$ cat src/fmon_pkg.sv
package fmon_pkg;

    // ************************************************************
    // register offsets
    // ************************************************************
    localparam logic [7:0] FMON_OFS_TXMASK = 8'h03;
    localparam logic [7:0] FMON_OFS_LVCTRL = 8'h04;
    localparam logic [7:0] FMON_OFS_FAULT  = 8'h08;
    localparam logic [7:0] FMON_OFS_CONV   = 8'h09;

    // ************************************************************
    // field positions
    // ************************************************************
    localparam int FMON_TXM_EN_BIT  = 7;  // transmit_mask_enable
    localparam int FMON_ILIM_LO_BIT = 0;  // current_limit_sel_lo
    localparam int FMON_ILIM_HI_BIT = 1;  // current_limit_sel_hi
    localparam int FMON_STATE_MACHINE_RESET_BIT_BIT    = 7;  // state_machine_reset_bit
    localparam int FMON_LOW_VOLTAGE_DETECT_ENABLE_BIT    = 6;  // low_voltage_detect_enable
    localparam int FMON_LVL_LSB     = 0;  // low_voltage_threshold_field
    localparam int FMON_LVL_W       = 3;
    localparam int FMON_F_SC_BIT    = 6;
    localparam int FMON_F_OT_BIT    = 5;
    localparam int FMON_F_TO_BIT    = 4;
    localparam int FMON_F_TXM_BIT   = 3;
    localparam int FMON_F_ILV_BIT   = 1;
    localparam int FMON_F_UV_BIT    = 0;
    localparam int FMON_C_CO_BIT    = 4;
    localparam logic [7:0] FMON_CONV_RW_MASK = 8'hE0;

    // ************************************************************
    // reset values
    // ************************************************************
    localparam logic [7:0] FMON_TXMASK_RST = 8'h01; // limit code 01
    localparam logic [7:0] FMON_LVCTRL_RST = 8'h00;
    localparam logic [7:0] FMON_CONV_RST   = 8'h00;

    // current limit codes, ascending
    localparam logic [1:0] FMON_ILIM_2A3 = 2'h0;
    localparam logic [1:0] FMON_ILIM_2A6 = 2'h1;
    localparam logic [1:0] FMON_ILIM_2A9 = 2'h2;
    localparam logic [1:0] FMON_ILIM_3A3 = 2'h3;

    // ************************************************************
    // timing
    // ************************************************************
    localparam int FMON_CLK_MHZ     = 100;
    localparam int FMON_SC_WIN_US   = 500;  // 0.5 ms
    localparam int FMON_SC_WIN_CYC  = FMON_SC_WIN_US * FMON_CLK_MHZ;
    localparam int FMON_TO_STEP_MS  = 2;
    localparam int FMON_TO_STEP_CYC = FMON_TO_STEP_MS * 1000 * FMON_CLK_MHZ;

    typedef enum logic [1:0] {
        FMON_SC_IDLE,
        FMON_SC_WATCH,
        FMON_SC_GOOD,
        FMON_SC_SHORT
    } fmon_sc_e;

endpackage

$ cat src/fmon_tmr_if.sv
interface fmon_tmr_if;
    logic        run;    // count while high, restart when low
    logic [31:0] limit;  // cycles until expiry
    logic        done;   // level, high once limit reached

    modport owner (output run, output limit, input done);
    modport timer (input run, input limit, output done);
endinterface
$ cat src/fmon_fault_monitor.sv
// Functional notes
// - short fault if output or LED not above 0.8V within 0.5 ms boost.
// - short condition ends only with output regulated and LED above 0.8V.
// - short fault reported in fault register bit 6.
// - over-temperature sets fault register bit 5.
// - over-temperature clears only when cooled and fault register read.
// - time-out fault when level strobe stays high past programmed time.
// - time-out recorded in bit 4, only with PWM mode disabled.
// - under-voltage forces standby and sets fault register bit 0.
// - leave lockout only after supply recovery and flag cleared.
// - open output capacitor sets bit 4 of converter monitor register.
// - after open capacitor, resume once reset bit written one then zero.
// - input low flag bit 1 set when enable bit 6 and input low.
// - threshold from three-bit field; input low sampled only outside a flash.
// - input low flag is report only, no standby, no reset.
// - transmit mask flag bit 3 set when enable bit 7 and pin high.
// - transmit mask flag is report only, no standby, no reset.
// - current limit hit ends that cycle's charge phase, cycle by cycle.
// - current limit never disables the device nor sets a fault.
// - four current limit settings in a two-bit field, default 2.6 A.
// - any fault other than input low or transmit mask latches its flag, forces standby at least until register read.
// - reading a fault register clears its latched flags, over-temperature only once cooled.
module fmon_fault_monitor
    import fmon_pkg::*;
#(
    parameter int SC_WIN_CYC  = FMON_SC_WIN_CYC,
    parameter int TO_STEP_CYC = FMON_TO_STEP_CYC
) (
    input  wire logic       sys_clk,
    input  wire logic       resetn,
    // register port from the serial front end
    input  wire logic [7:0] reg_addr,
    input  wire logic [7:0] reg_wdata,
    input  wire logic       reg_wr,
    input  wire logic       reg_rd,
    output logic      [7:0] reg_rdata,
    // comparator and pin levels, asynchronous
    input  wire logic       vout_above_cmp,
    input  wire logic       vled_above_cmp,
    input  wire logic       vout_in_reg,
    input  wire logic       temp_hot_cmp,
    input  wire logic       temp_cool_cmp,
    input  wire logic       vin_uv_cmp,
    input  wire logic       vin_uv_recovered,
    input  wire logic       cap_open_cmp,
    input  wire logic       vin_below_lv_cmp,
    input  wire logic       tx_mask_pin,
    input  wire logic       strobe_pin,
    input  wire logic       ind_ilim_cmp,
    // mode state from the sequencer, same clock
    input  wire logic       boost_active,
    input  wire logic       flash_active,
    input  wire logic       strobe_level_mode,
    input  wire logic       pwm_mode_en,
    input  wire logic       charge_phase,
    input  wire logic [7:0] flash_timeout_code,
    // to the power stage and sequencer
    output logic            force_standby,
    output logic            charge_end,
    output logic      [1:0] ilim_sel,
    output logic      [2:0] lv_threshold
);

    // ************************************************************
    // input synchronisers
    // ************************************************************
    localparam int NSYNC = 12;
    logic [NSYNC-1:0] raw_in;
    logic [NSYNC-1:0] meta_q;
    logic [NSYNC-1:0] sync_q;

    assign raw_in = {ind_ilim_cmp, strobe_pin, tx_mask_pin,
                     vin_below_lv_cmp, cap_open_cmp, vin_uv_recovered,
                     vin_uv_cmp, temp_cool_cmp, temp_hot_cmp,
                     vout_in_reg, vled_above_cmp, vout_above_cmp};

    // two stages; only the second stage is read by logic
    always_ff @(posedge sys_clk) begin
        if (!resetn) begin
            meta_q <= '0;
            sync_q <= '0;
        end else begin
            meta_q <= raw_in;
            sync_q <= meta_q;
        end
    end

    logic s_vout_ok;
    logic s_vled_ok;
    logic s_vout_reg;
    logic s_hot;
    logic s_cool;
    logic s_uv;
    logic s_uv_rec;
    logic s_cap_open;
    logic s_vin_low;
    logic s_txm_pin;
    logic s_strobe;
    logic s_ilim;

    assign {s_ilim, s_strobe, s_txm_pin, s_vin_low, s_cap_open, s_uv_rec,
            s_uv, s_cool, s_hot, s_vout_reg, s_vled_ok, s_vout_ok} = sync_q;

    // ************************************************************
    // timers
    // ************************************************************
    fmon_tmr_if sc_tmr ();
    fmon_tmr_if to_tmr ();

    fmon_timer u_sc_timer (
        .sys_clk (sys_clk),
        .resetn  (resetn),
        .tmr     (sc_tmr.timer)
    );

    fmon_timer u_to_timer (
        .sys_clk (sys_clk),
        .resetn  (resetn),
        .tmr     (to_tmr.timer)
    );

    // ************************************************************
    // registers and fault state
    // ************************************************************
    fmon_sc_e   sc_st_q;
    fmon_sc_e   sc_st_d;
    logic [7:0] txmask_q;
    logic [7:0] txmask_d;
    logic [7:0] lvctrl_q;
    logic [7:0] lvctrl_d;
    logic [7:0] conv_q;
    logic [7:0] conv_d;
    logic       f_sc_q,  f_sc_d;
    logic       f_ot_q,  f_ot_d;
    logic       f_to_q,  f_to_d;
    logic       f_uv_q,  f_uv_d;
    logic       f_ilv_q, f_ilv_d;
    logic       f_txm_q, f_txm_d;
    logic       f_co_q,  f_co_d;
    logic       uv_lock_q, uv_lock_d;
    logic       co_lock_q, co_lock_d;
    logic       co_arm_q,  co_arm_d;
    logic       stby_d;
    logic [7:0] rdata_q;
    logic [7:0] rdata_d;
    logic       cend_q;
    logic       cend_d;

    logic       rd_fault;
    logic       rd_conv;
    logic       wr_lv;
    logic       sc_set;
    logic       to_set;
    logic       state_machine_reset_bit_new;

    assign rd_fault = reg_rd && (reg_addr == FMON_OFS_FAULT);
    assign rd_conv  = reg_rd && (reg_addr == FMON_OFS_CONV);
    assign wr_lv    = reg_wr && (reg_addr == FMON_OFS_LVCTRL);
    assign state_machine_reset_bit_new = reg_wdata[FMON_STATE_MACHINE_RESET_BIT_BIT];

    // window opens when boosting starts
    assign sc_tmr.run   = boost_active && (sc_st_q == FMON_SC_WATCH);
    assign sc_tmr.limit = 32'(SC_WIN_CYC);
    assign sc_set       = sc_tmr.done && !(s_vout_ok && s_vled_ok);

    // flash time-out counts only while the level strobe holds high
    assign to_tmr.run   = flash_active && strobe_level_mode && s_strobe;
    assign to_tmr.limit = (32'(flash_timeout_code) + 32'h1)
                          * 32'(TO_STEP_CYC);
    assign to_set       = to_tmr.done && !pwm_mode_en;

    // next values; every set term wins over the read clear
    always_comb begin
        sc_st_d   = sc_st_q;
        txmask_d  = txmask_q;
        lvctrl_d  = lvctrl_q;
        conv_d    = conv_q;
        rdata_d   = rdata_q;
        co_arm_d  = co_arm_q;
        co_lock_d = co_lock_q;
        uv_lock_d = uv_lock_q;

        // short-circuit tracking
        case (sc_st_q)
            FMON_SC_IDLE:  if (boost_active) sc_st_d = FMON_SC_WATCH;
            FMON_SC_WATCH: begin
                if (!boost_active)
                    sc_st_d = FMON_SC_IDLE;
                else if (s_vout_ok && s_vled_ok)
                    sc_st_d = FMON_SC_GOOD;
                else if (sc_set)
                    sc_st_d = FMON_SC_SHORT;
            end
            FMON_SC_GOOD:  if (!boost_active) sc_st_d = FMON_SC_IDLE;
            FMON_SC_SHORT: begin
                if (s_vout_reg && s_vled_ok)
                    sc_st_d = FMON_SC_IDLE;
            end
            default:       sc_st_d = FMON_SC_IDLE;
        endcase

        // fault flags, cleared by a read of their register; over-temperature also needs cooling
        f_sc_d  = (sc_st_q == FMON_SC_WATCH && sc_set)
                  || (f_sc_q && !rd_fault);
        f_ot_d  = s_hot || (f_ot_q && !(rd_fault && s_cool));
        f_to_d  = to_set || (f_to_q && !rd_fault);
        f_uv_d  = s_uv || (f_uv_q && !rd_fault);
        f_co_d  = s_cap_open || (f_co_q && !rd_conv);
        f_ilv_d = (lvctrl_q[FMON_LOW_VOLTAGE_DETECT_ENABLE_BIT] && s_vin_low && !flash_active)
                  || (f_ilv_q && !rd_fault);
        f_txm_d = (txmask_q[FMON_TXM_EN_BIT] && s_txm_pin)
                  || (f_txm_q && !rd_fault);

        // lockout needs recovery and a cleared flag
        if (s_uv)
            uv_lock_d = 1'b1;
        else if (uv_lock_q && s_uv_rec && !f_uv_q)
            uv_lock_d = 1'b0;

        // capacitor lockout released by reset bit one then zero
        if (s_cap_open) begin
            co_lock_d = 1'b1;
            co_arm_d  = 1'b0;
        end else if (co_lock_q && wr_lv) begin
            if (state_machine_reset_bit_new)
                co_arm_d = 1'b1;
            else if (co_arm_q) begin
                co_lock_d = 1'b0;
                co_arm_d  = 1'b0;
            end
        end

        // register writes
        if (reg_wr) begin
            case (reg_addr)
                FMON_OFS_TXMASK: txmask_d = reg_wdata;
                FMON_OFS_LVCTRL: lvctrl_d = reg_wdata;
                FMON_OFS_CONV:   conv_d   = reg_wdata & FMON_CONV_RW_MASK;
                default:         ;
            endcase
        end

        // read data, unmapped offsets answer zero
        if (reg_rd) begin
            case (reg_addr)
                FMON_OFS_TXMASK: rdata_d = txmask_q;
                FMON_OFS_LVCTRL: rdata_d = lvctrl_q;
                FMON_OFS_FAULT: begin
                    rdata_d = 8'h00;
                    rdata_d[FMON_F_SC_BIT]  = f_sc_q;
                    rdata_d[FMON_F_OT_BIT]  = f_ot_q;
                    rdata_d[FMON_F_TO_BIT]  = f_to_q;
                    rdata_d[FMON_F_TXM_BIT] = f_txm_q;
                    rdata_d[FMON_F_ILV_BIT] = f_ilv_q;
                    rdata_d[FMON_F_UV_BIT]  = f_uv_q;
                end
                FMON_OFS_CONV: begin
                    rdata_d = conv_q;
                    rdata_d[FMON_C_CO_BIT] = f_co_q;
                end
                default:         rdata_d = 8'h00;
            endcase
        end

        // inductor limit only trims the charge phase, no flag
        cend_d = s_ilim && charge_phase;

        // report-only flags stay out of the standby term
        stby_d = f_sc_d || f_ot_d || f_to_d || f_uv_d || f_co_d
                 || uv_lock_d || co_lock_d
                 || (sc_st_d == FMON_SC_SHORT);
    end

    always_ff @(posedge sys_clk) begin
        if (!resetn) begin
            sc_st_q   <= FMON_SC_IDLE;
            txmask_q  <= FMON_TXMASK_RST;
            lvctrl_q  <= FMON_LVCTRL_RST;
            conv_q    <= FMON_CONV_RST;
            f_sc_q    <= 1'b0;
            f_ot_q    <= 1'b0;
            f_to_q    <= 1'b0;
            f_uv_q    <= 1'b0;
            f_co_q    <= 1'b0;
            f_ilv_q   <= 1'b0;
            f_txm_q   <= 1'b0;
            uv_lock_q <= 1'b0;
            co_lock_q <= 1'b0;
            co_arm_q  <= 1'b0;
            force_standby <= 1'b0;
            rdata_q   <= 8'h00;
            cend_q    <= 1'b0;
        end else begin
            sc_st_q   <= sc_st_d;
            txmask_q  <= txmask_d;
            lvctrl_q  <= lvctrl_d;
            conv_q    <= conv_d;
            f_sc_q    <= f_sc_d;
            f_ot_q    <= f_ot_d;
            f_to_q    <= f_to_d;
            f_uv_q    <= f_uv_d;
            f_co_q    <= f_co_d;
            f_ilv_q   <= f_ilv_d;
            f_txm_q   <= f_txm_d;
            uv_lock_q <= uv_lock_d;
            co_lock_q <= co_lock_d;
            co_arm_q  <= co_arm_d;
            force_standby <= stby_d;
            rdata_q   <= rdata_d;
            cend_q    <= cend_d;
        end
    end

    // ************************************************************
    // outputs
    // ************************************************************
    // standby comes from a flop so no comb glitch reaches the power stage
    assign reg_rdata    = rdata_q;
    assign charge_end   = cend_q;
    assign ilim_sel     = {txmask_q[FMON_ILIM_HI_BIT],
                           txmask_q[FMON_ILIM_LO_BIT]};
    assign lv_threshold = lvctrl_q[FMON_LVL_LSB +: FMON_LVL_W];

endmodule // fmon_fault_monitor

$ cat src/fmon_timer.sv
module fmon_timer
    import fmon_pkg::*;
(
    input  wire logic     sys_clk,
    input  wire logic     resetn,
    fmon_tmr_if.timer     tmr
);
    logic [31:0] cnt_q;
    logic [31:0] cnt_d;
    logic        done_q;
    logic        done_d;

    // saturating count; a dropped run restarts the window
    always_comb begin
        cnt_d  = cnt_q;
        done_d = done_q;
        if (!tmr.run) begin
            cnt_d  = 32'h0;
            done_d = 1'b0;
        end else if (cnt_q >= tmr.limit - 32'h1) begin
            done_d = 1'b1;
        end else begin
            cnt_d = cnt_q + 32'h1;
        end
    end

    always_ff @(posedge sys_clk) begin
        if (!resetn) begin
            cnt_q  <= 32'h0;
            done_q <= 1'b0;
        end else begin
            cnt_q  <= cnt_d;
            done_q <= done_d;
        end
    end

    assign tmr.done = done_q;
endmodule // fmon_timer

$ cat config.mk
export PLATFORM = sky130hd
export DESIGN_NAME = fmon_fault_monitor
export DESIGN_NICKNAME = d
export VERILOG_FILES = /design/src/fmon_pkg.sv /design/src/fmon_tmr_if.sv /design/src/fmon_fault_monitor.sv /design/src/fmon_timer.sv
export SDC_FILE = /design/constraint.sdc
export NUM_CORES = 1
export LEC_CHECK = 0
export BUFFER_PORTS_ARGS = -buffer_cell sky130_fd_sc_hd__buf_2
export CORE_ASPECT_RATIO = 0.7
export CORE_UTILIZATION = 55
export DETAILED_ROUTE_END_ITERATION = 7
export HOLD_SLACK_MARGIN = 0.06
export PLACE_DENSITY = 0.87
export SETUP_SLACK_MARGIN = 0.05
export SLEW_MARGIN = 15
export SYNTH_ARGS = -nofsm -noshare
export SYNTH_HDL_FRONTEND = slang
export SYNTH_SLANG_ARGS = --single-unit
export TNS_END_PERCENT = 20
$ cat constraint.sdc
create_clock -name sys_clk -period 9.9 [get_ports sys_clk]
set_clock_uncertainty 0.05 [all_clocks]
set_input_delay 2.475 -clock sys_clk [delete_from_list [all_inputs] [get_ports sys_clk]]
set_output_delay 2.475 -clock sys_clk [all_outputs]
set_load 0.02 [all_outputs]
==> metrics.txt, run 1 <==
Port Buffers 59; Rel. slew slack 46.8%; largest family of logic cells by synthesized area simple AND/OR/NAND/NOR gates; starting density of the core 56.5%; Synth Area in Simple Gates 24.4%; Pwr Density 193 nW/um2; Comb power frac 38.7%; actual slew at the worst max-slew pin 0.796 ns; Clock transition at path regs 0.06 ns; main flop type after synthesis dfxtp_1; Final nets 1165; via count 7323; P&R area growth vs syn 15.7%; Hold Path Origin meta_q[1]$_SDFF_PN0_; placed inst area 8930 um2; WP buf/inv 6; worst-case vdd ir drop 152 uV; Mapped Cells 956; startpoint types primary input; Clock Latency Late Sink 0.41 ns; worst r2r src u_to_timer.cnt_q[9]$_SDFFE_PN0N_; Iteration-0 DRC Markers 625; most frequent cells in the layout 131 x dfxtp_1, 98 x nand2_1, 79 x ha_1, 61 x inv_1, 59 x buf_2; Fin Setup TNS 0 ns; sequential group share of total power 28.9%; Max Cap Violations 0; vias in the first global route 6834; CTS tree done; Cells after DPL 1196; WP data arrival 9.85 ns; Final Max Slew Viols 0; Core ar. 14700 um2; Leak 4.03 nW; DR pass1 iterations 6; Cell Int Power 1.20 mW; Vias/cell 5.95; Compound-Gate Fraction of Synth Area 14.4%; fillers 1088; Mean Syn Cell Area 8.70 um2; Mapped Area 8320 um2; clk sinks 131; mux cell area share after synthesis 2.47%; Critical Path Source flash_timeout_code[2]; Final period util 96.8%; Chip Width 149 um; CTS Buf Count 17; routed wire length 19900 um; XOR/XNOR share of the synthesized area 5.68%; Synth Net Count 1099; ant diodes 0; Die Y 105 um; share of cells above drive strength 1 16.2%; yosys warns 0; number of flops mapped to enable cells by yosys 0; IO Pins 60; pre-CTS worst setup slack -0.234 ns; async set or reset register ratio after synthesis 0%; CP endpoint kind register; max incr delay on CP 0.57 ns; wire length per cell 16.2 um; final antenna-violating net count 0; adder-cell area share of the yosys netlist 16.3%; switching power 0.659 mW; Hold/Removal Path Class register to register; CP delay by family, top simple AND/OR/NAND/NOR gates; post-route cell area 9630 um2; CTS root buffer clkbuf_16; switch share 35.4%; outcome finished clean; worst path required time 10.17 ns; Final Hold Vio Count 0; Cell Rows 37; largest net degree at the start of global routing 85; crit path kind primary input to register; GRT Total Usage 25.5%; Max clock buf depth 2; fmax 104 MHz; htree depth 4; Yosys reg bits 131; worst hold slack 0.382 ns; Finished Layout Cells 1230; GP Congestion 0.907; total gr overflow 0; Max stage delay cell, worst path or4b_1; Synth cell types 70; most common cell after layout, fill and taps aside dfxtp_1; sequential fraction of the synthesis area 31.5%; Final Critical Period 9.58 ns; number of remaining DRC errors 0; global-route wire length before repair 32300 um; die area 15600 um2; endpoints failing setup 0; crit path max fanout 18; Clk pwr share 32.4%; initial antenna violation count 0; crit path setup slack, layout 0.316 ns; post-DP HPWL 13500 um
## routing by layer
layer  wire length [um]  share of wire (%)  track usage [%]
met3               1300                6.5             4.24
met4                251                1.3             7.73
met1               9280                 47             35.9
met2               9040                 46             39.6
met5                  0                  0                0
## worst paths after layout
check,end,slack (ns),depth (start not counted)
max reg2reg,u_to_timer.cnt_q[20]$_SDFFE_PN0N_,6.71,10
max,u_to_timer.cnt_q[20]$_SDFFE_PN0N_,0.32,31
min reg2reg,sync_q[1]$_SDFF_PN0_,0.38,1
min,sync_q[1]$_SDFF_PN0_,0.38,1
## power groups by stage
stage	clock network [mW]	registers (mW)	logic, mW
final	0.602	0.537	0.720
after detailed placement	0	0.548	0.672
after global routing	0.630	0.537	0.798
after floorplan	0	0.548	0.507
after global placement	0	0.548	0.648
after CTS	0.607	0.537	0.681
## state kept, by name, indices dropped and copies added, names as in the netlist, 3 cells and up
name and flops:
sync_q 12, lvctrl_q 8, u_to_timer.cnt_q 32, meta_q 12, u_sc_timer.cnt_q 32, txmask_q 8
reg_rdata 8, conv_q 3
## cell usage after synthesis, types with 18 or more instances
cell	count	area share (%)
a21oi_1	36	2.2
dfxtp_1	131	32
nand2_1	99	4.5
and3_1	24	1.8
clkbuf_1	38	1.7
a21o_1	19	1.7
nand4_1	19	1.4
a21boi_0	20	1.8
xnor2_1	25	2.6
ha_1	81	12
nand3_1	42	2.5
o21ai_0	18	1.1
and2_1	37	2.8
nor4_1	23	1.7
nor2_1	42	1.9
xor2_1	29	3.1
inv_1	61	2.8
## logic make-up after synthesis
family	after synthesis
XOR/XNOR	54
AO/OA/AOI/OAI	166
adder cells (fa/ha/maj)	98
buffers and inverters	109
flip-flops	131
multiplexers	19
AND/OR/NAND/NOR	379
## metrics by stage
stage          utilization, %  power [mW]
2_1_floorplan               -        1.05
3_3_place_gp             60.6        1.20
3_5_place_dp             60.6        1.22
4_1_cts                  64.5        1.82
5_1_grt                  65.4        1.97
6_report                 65.4        1.86
## what timing repair did
item / CTS / global route
hold buffers: 0 / 0
setup endpoints to repair: 0 / 33
setup buffers: 0 / 2
gates resized for setup: 0 / 24
## cell type report
type	count	area [um2]	share of cell area, %
Inverter	61	229	2.38
Timing Repair Buffer	95	569	5.91
Clock inverter	15	145	1.51
Multi-Input combinational cell	716	5400	56.0
Sequential cell	131	2620	27.2
Tap cell	195	244	2.53
Clock buffer	17	425	4.42
No activity file was read; power rests on OpenSTA's default activity.
==> inputs of run 2 (changes only) <==
--- a/config.mk
+++ b/config.mk
@@ -8,9 +8,11 @@
 export BUFFER_PORTS_ARGS = -buffer_cell sky130_fd_sc_hd__buf_2
 export CORE_ASPECT_RATIO = 0.7
 export CORE_UTILIZATION = 55
+export CTS_CLUSTER_SIZE = 8
 export DETAILED_ROUTE_END_ITERATION = 7
 export HOLD_SLACK_MARGIN = 0.06
 export PLACE_DENSITY = 0.87
+export RECOVER_POWER = 50
 export SETUP_SLACK_MARGIN = 0.05
 export SLEW_MARGIN = 15
 export SYNTH_ARGS = -nofsm -noshare
==> constraint.sdc (replaced) <==
create_clock -name sys_clk -period 7.85 [get_ports sys_clk]
set_clock_uncertainty 0.05 [all_clocks]
set_input_delay 1.9625 -clock sys_clk [delete_from_list [all_inputs] [get_ports sys_clk]]
set_output_delay 1.9625 -clock sys_clk [all_outputs]
set_load 0.02 [all_outputs]
==> run 2 against run 1 <==
  * The run now ends with design-rule violations, negative setup slack left
  * Register-to-register slack worse by 2.4 ns
  * First-iteration DRC count up 110%
  * Critical path depth unchanged
  * Power up 57%
  * Routed wire length up 43%
  * Sequential power up 26%
  * Sequential share of layout area down 3.6 points
  * Core utilization up 10 points
  * Global-route usage up 7.2 points
  * Via count up 18%
  * Cell area up 15%
  * Combinational power up 94%
  * Critical path type unchanged
  * Critical endpoint is now u_to_timer.cnt_q[14]$_SDFFE_PN0N_
==> metrics.txt, run 2 (synthesis gave the netlist of run 1 again) <==
final antenna-violating net count 0 (unchanged); ant diodes 0 (unchanged); failing checks design-rule violations, negative setup slack; Hold Path Depth 1 (unchanged); htree depth 4 (unchanged); Finished Layout Cells 1322 (+7.5%); initial antenna violation count 1 (+1); placed inst area 9750 um2 (+9.2%); Core ar. 14700 um2 (unchanged); Chip Width 149 um (unchanged); largest net degree at the start of global routing 85 (unchanged); post-route cell area 11100 um2 (+15%); worst-case vdd ir drop 211 uV (+39%); Final Max Slew Viols 0 (unchanged); IO Pins 60 (unchanged); outcome finished, violations left; starting density of the core 56.5% (unchanged); DR pass1 iterations 8 (+2); Crit path top cell by count a21o_1; Final period util 113%; Max clock buf depth 2 (unchanged); Clock transition at path regs 0.06 ns (about the same); Multi-input gate area 6030 um2 (+12%); vias in the first global route 8230 (+20%); die area 15600 um2 (unchanged); total gr overflow 0 (unchanged); Largest regs u_sc_timer.cnt_q (32), u_to_timer.cnt_q (32); CP endpoint kind register; Final Hold Vio Count 0 (unchanged); startpoint types primary input; Worst R2R Setup Slack 4.30 ns (-2.41 ns); Pwr Density 263 nW/um2 (+36%); fillers 807 (-26%); worst r2r src u_to_timer.cnt_q[1]$_SDFFE_PN0N_; Hold Path Origin meta_q[1]$_SDFF_PN0_; global-route wire length before repair 40600 um (+26%); register area 2620 um2 (unchanged); Clock Latency Late Sink 0.42 ns (about the same); routed wire length 28400 um (+43%); Vias/cell 6.53 (+9.6%); number of remaining DRC errors 12 (+12); worst r2r path cells 10 (unchanged); Cell Rows 37 (unchanged); Post-CTS Hold Buffers 0 (unchanged); max incr delay on CP 0.58 ns (about the same); Cells after DPL 1267 (+5.9%); post-DP HPWL 14300 um (+6.1%); most frequent cells in the layout 131 x dfxtp_1, 120 x buf_4, 96 x nand2_1, 62 x ha_1, 55 x buf_2; fmax 113 MHz; crit path setup slack, layout -0.982 ns (-1.30 ns); P&R area growth vs syn 33.5%; WHS Endpoint sync_q[1]$_SDFF_PN0_; Max stage delay cell, worst path or4b_4; Max Cap Violations 0 (unchanged); Leak 4.60 nW (+14%); WP data arrival 9.04 ns (-0.81 ns); Port Buffers 59 (unchanged); CTS tree done; crit path kind primary input to register; clk sinks 131 (unchanged); pre-CTS worst setup slack -1.05 ns (-0.814 ns); Total Power 2.92 mW (+57%); actual slew at the worst max-slew pin 1.00 ns (+0.204 ns); Hold/Removal Path Class register to register; wire length per cell 21.5 um (+33%); endpoints failing setup 33 (+33); Iteration-0 DRC Markers 1330 (+110%); CTS Buf Count 17 (unchanged); Final nets 1257 (+7.9%); crit path max fanout 7 (-11); RSZ-0062 raised after global routing true; share of cells above drive strength 1 29.5% (+13 points); GRT Total Usage 32.7% (+7.2 points); via count 8628 (+18%); CTS root buffer clkbuf_16; GP Congestion 0.853 (-5.9%); Rel. slew slack 33.1% (-14 points); Final Critical Period 8.83 ns; Die Y 105 um (unchanged); most common cell after layout, fill and taps aside dfxtp_1; worst path required time 8.06 ns (-2.11 ns); FF-to-FF End u_to_timer.cnt_q[1]$_SDFFE_PN0N_
## run 2: changes by cell type in the layout (fill, tap and decap cells not counted), moves of 7 or more
| cell | before | now |
|---|---|---|
| nor4_4 | 1 | 9 |
| buf_6 | 1 | 8 |
| ha_1 | 79 | 62 |
| inv_2 | 0 | 12 |
| inv_1 | 61 | 48 |
| ha_4 | 0 | 18 |
| nor4_1 | 16 | 8 |
| buf_4 | 35 | 120 |
## run 2: repair_timing
item | in CTS | in global routing
setup buffers | 15 | 7
gates resized for setup | 61 | 36
gates cloned | 2 | 0
pin swaps | 24 | 35
endpoints found under the setup margin | 33 | 33
## run 2: how the worst max path moves through the flow
stage,end,startpoint,depth (start not counted),slack [ns]
after floorplan,u_to_timer.cnt_q[9]$_SDFFE_PN0N_,flash_timeout_code[2],30,-0.60
after global placement,u_to_timer.cnt_q[9]$_SDFFE_PN0N_,flash_timeout_code[0],29,-0.93
after detailed placement,u_to_timer.cnt_q[9]$_SDFFE_PN0N_,flash_timeout_code[2],29,-1.05
after CTS,u_to_timer.cnt_q[9]$_SDFFE_PN0N_,flash_timeout_code[2],30,-0.49
after global routing,u_to_timer.cnt_q[14]$_SDFFE_PN0N_,flash_timeout_code[2],31,-1.27
final,u_to_timer.cnt_q[14]$_SDFFE_PN0N_,flash_timeout_code[2],31,-0.98
## run 2: stage by stage
step                      hold WS (ns)  setup TNS [ns]  util [%]
after floorplan                  0.362          -18.51         -
after global placement           0.363          -27.72      66.3
after detailed placement         0.368          -31.99      66.3
after CTS                        0.380          -13.07      73.8
after global routing             0.407          -32.64      75.4
final                            0.381          -26.13      75.4
## run 2: layer usage
layer / track usage (%) / vias to the layer above / routed length (um) / share of wire, %
li1: - / 3735 / - / -
met1: 40.7 / 4003 / 10800 / 38
met2: 51.8 / 652 / 12500 / 44
met3: 9.61 / 236 / 2980 / 11
met4: 15.2 / 2 / 2060 / 7.3
met5: 0 / - / 13 / 0.046
## run 2: layout make-up
class | instances | share of cell area, %
multi-input cells | 716 | 54.3
flip-flops and latches | 131 | 23.6
inverters | 61 | 2.08
clock inverters | 15 | 1.75
well taps | 195 | 2.20
clock buffers | 17 | 3.83
repair buffers | 187 | 12.2
## run 2: where the power goes
part,leakage (nW),switching [mW],internal (mW)
clock,0.299,0.334,0.509
sequential,1.06,0.00475,0.673
combinational,3.24,0.742,0.657
## run 2: critical path: cells and delay by family
family	cells	cell delay, ns
AO/OA/AOI/OAI	11	2.15
AND/OR/NAND/NOR	8	2.16
buffers and inverters	6	0.66
XOR/XNOR	1	0.27
adder cells (fa/ha/maj)	5	1.81
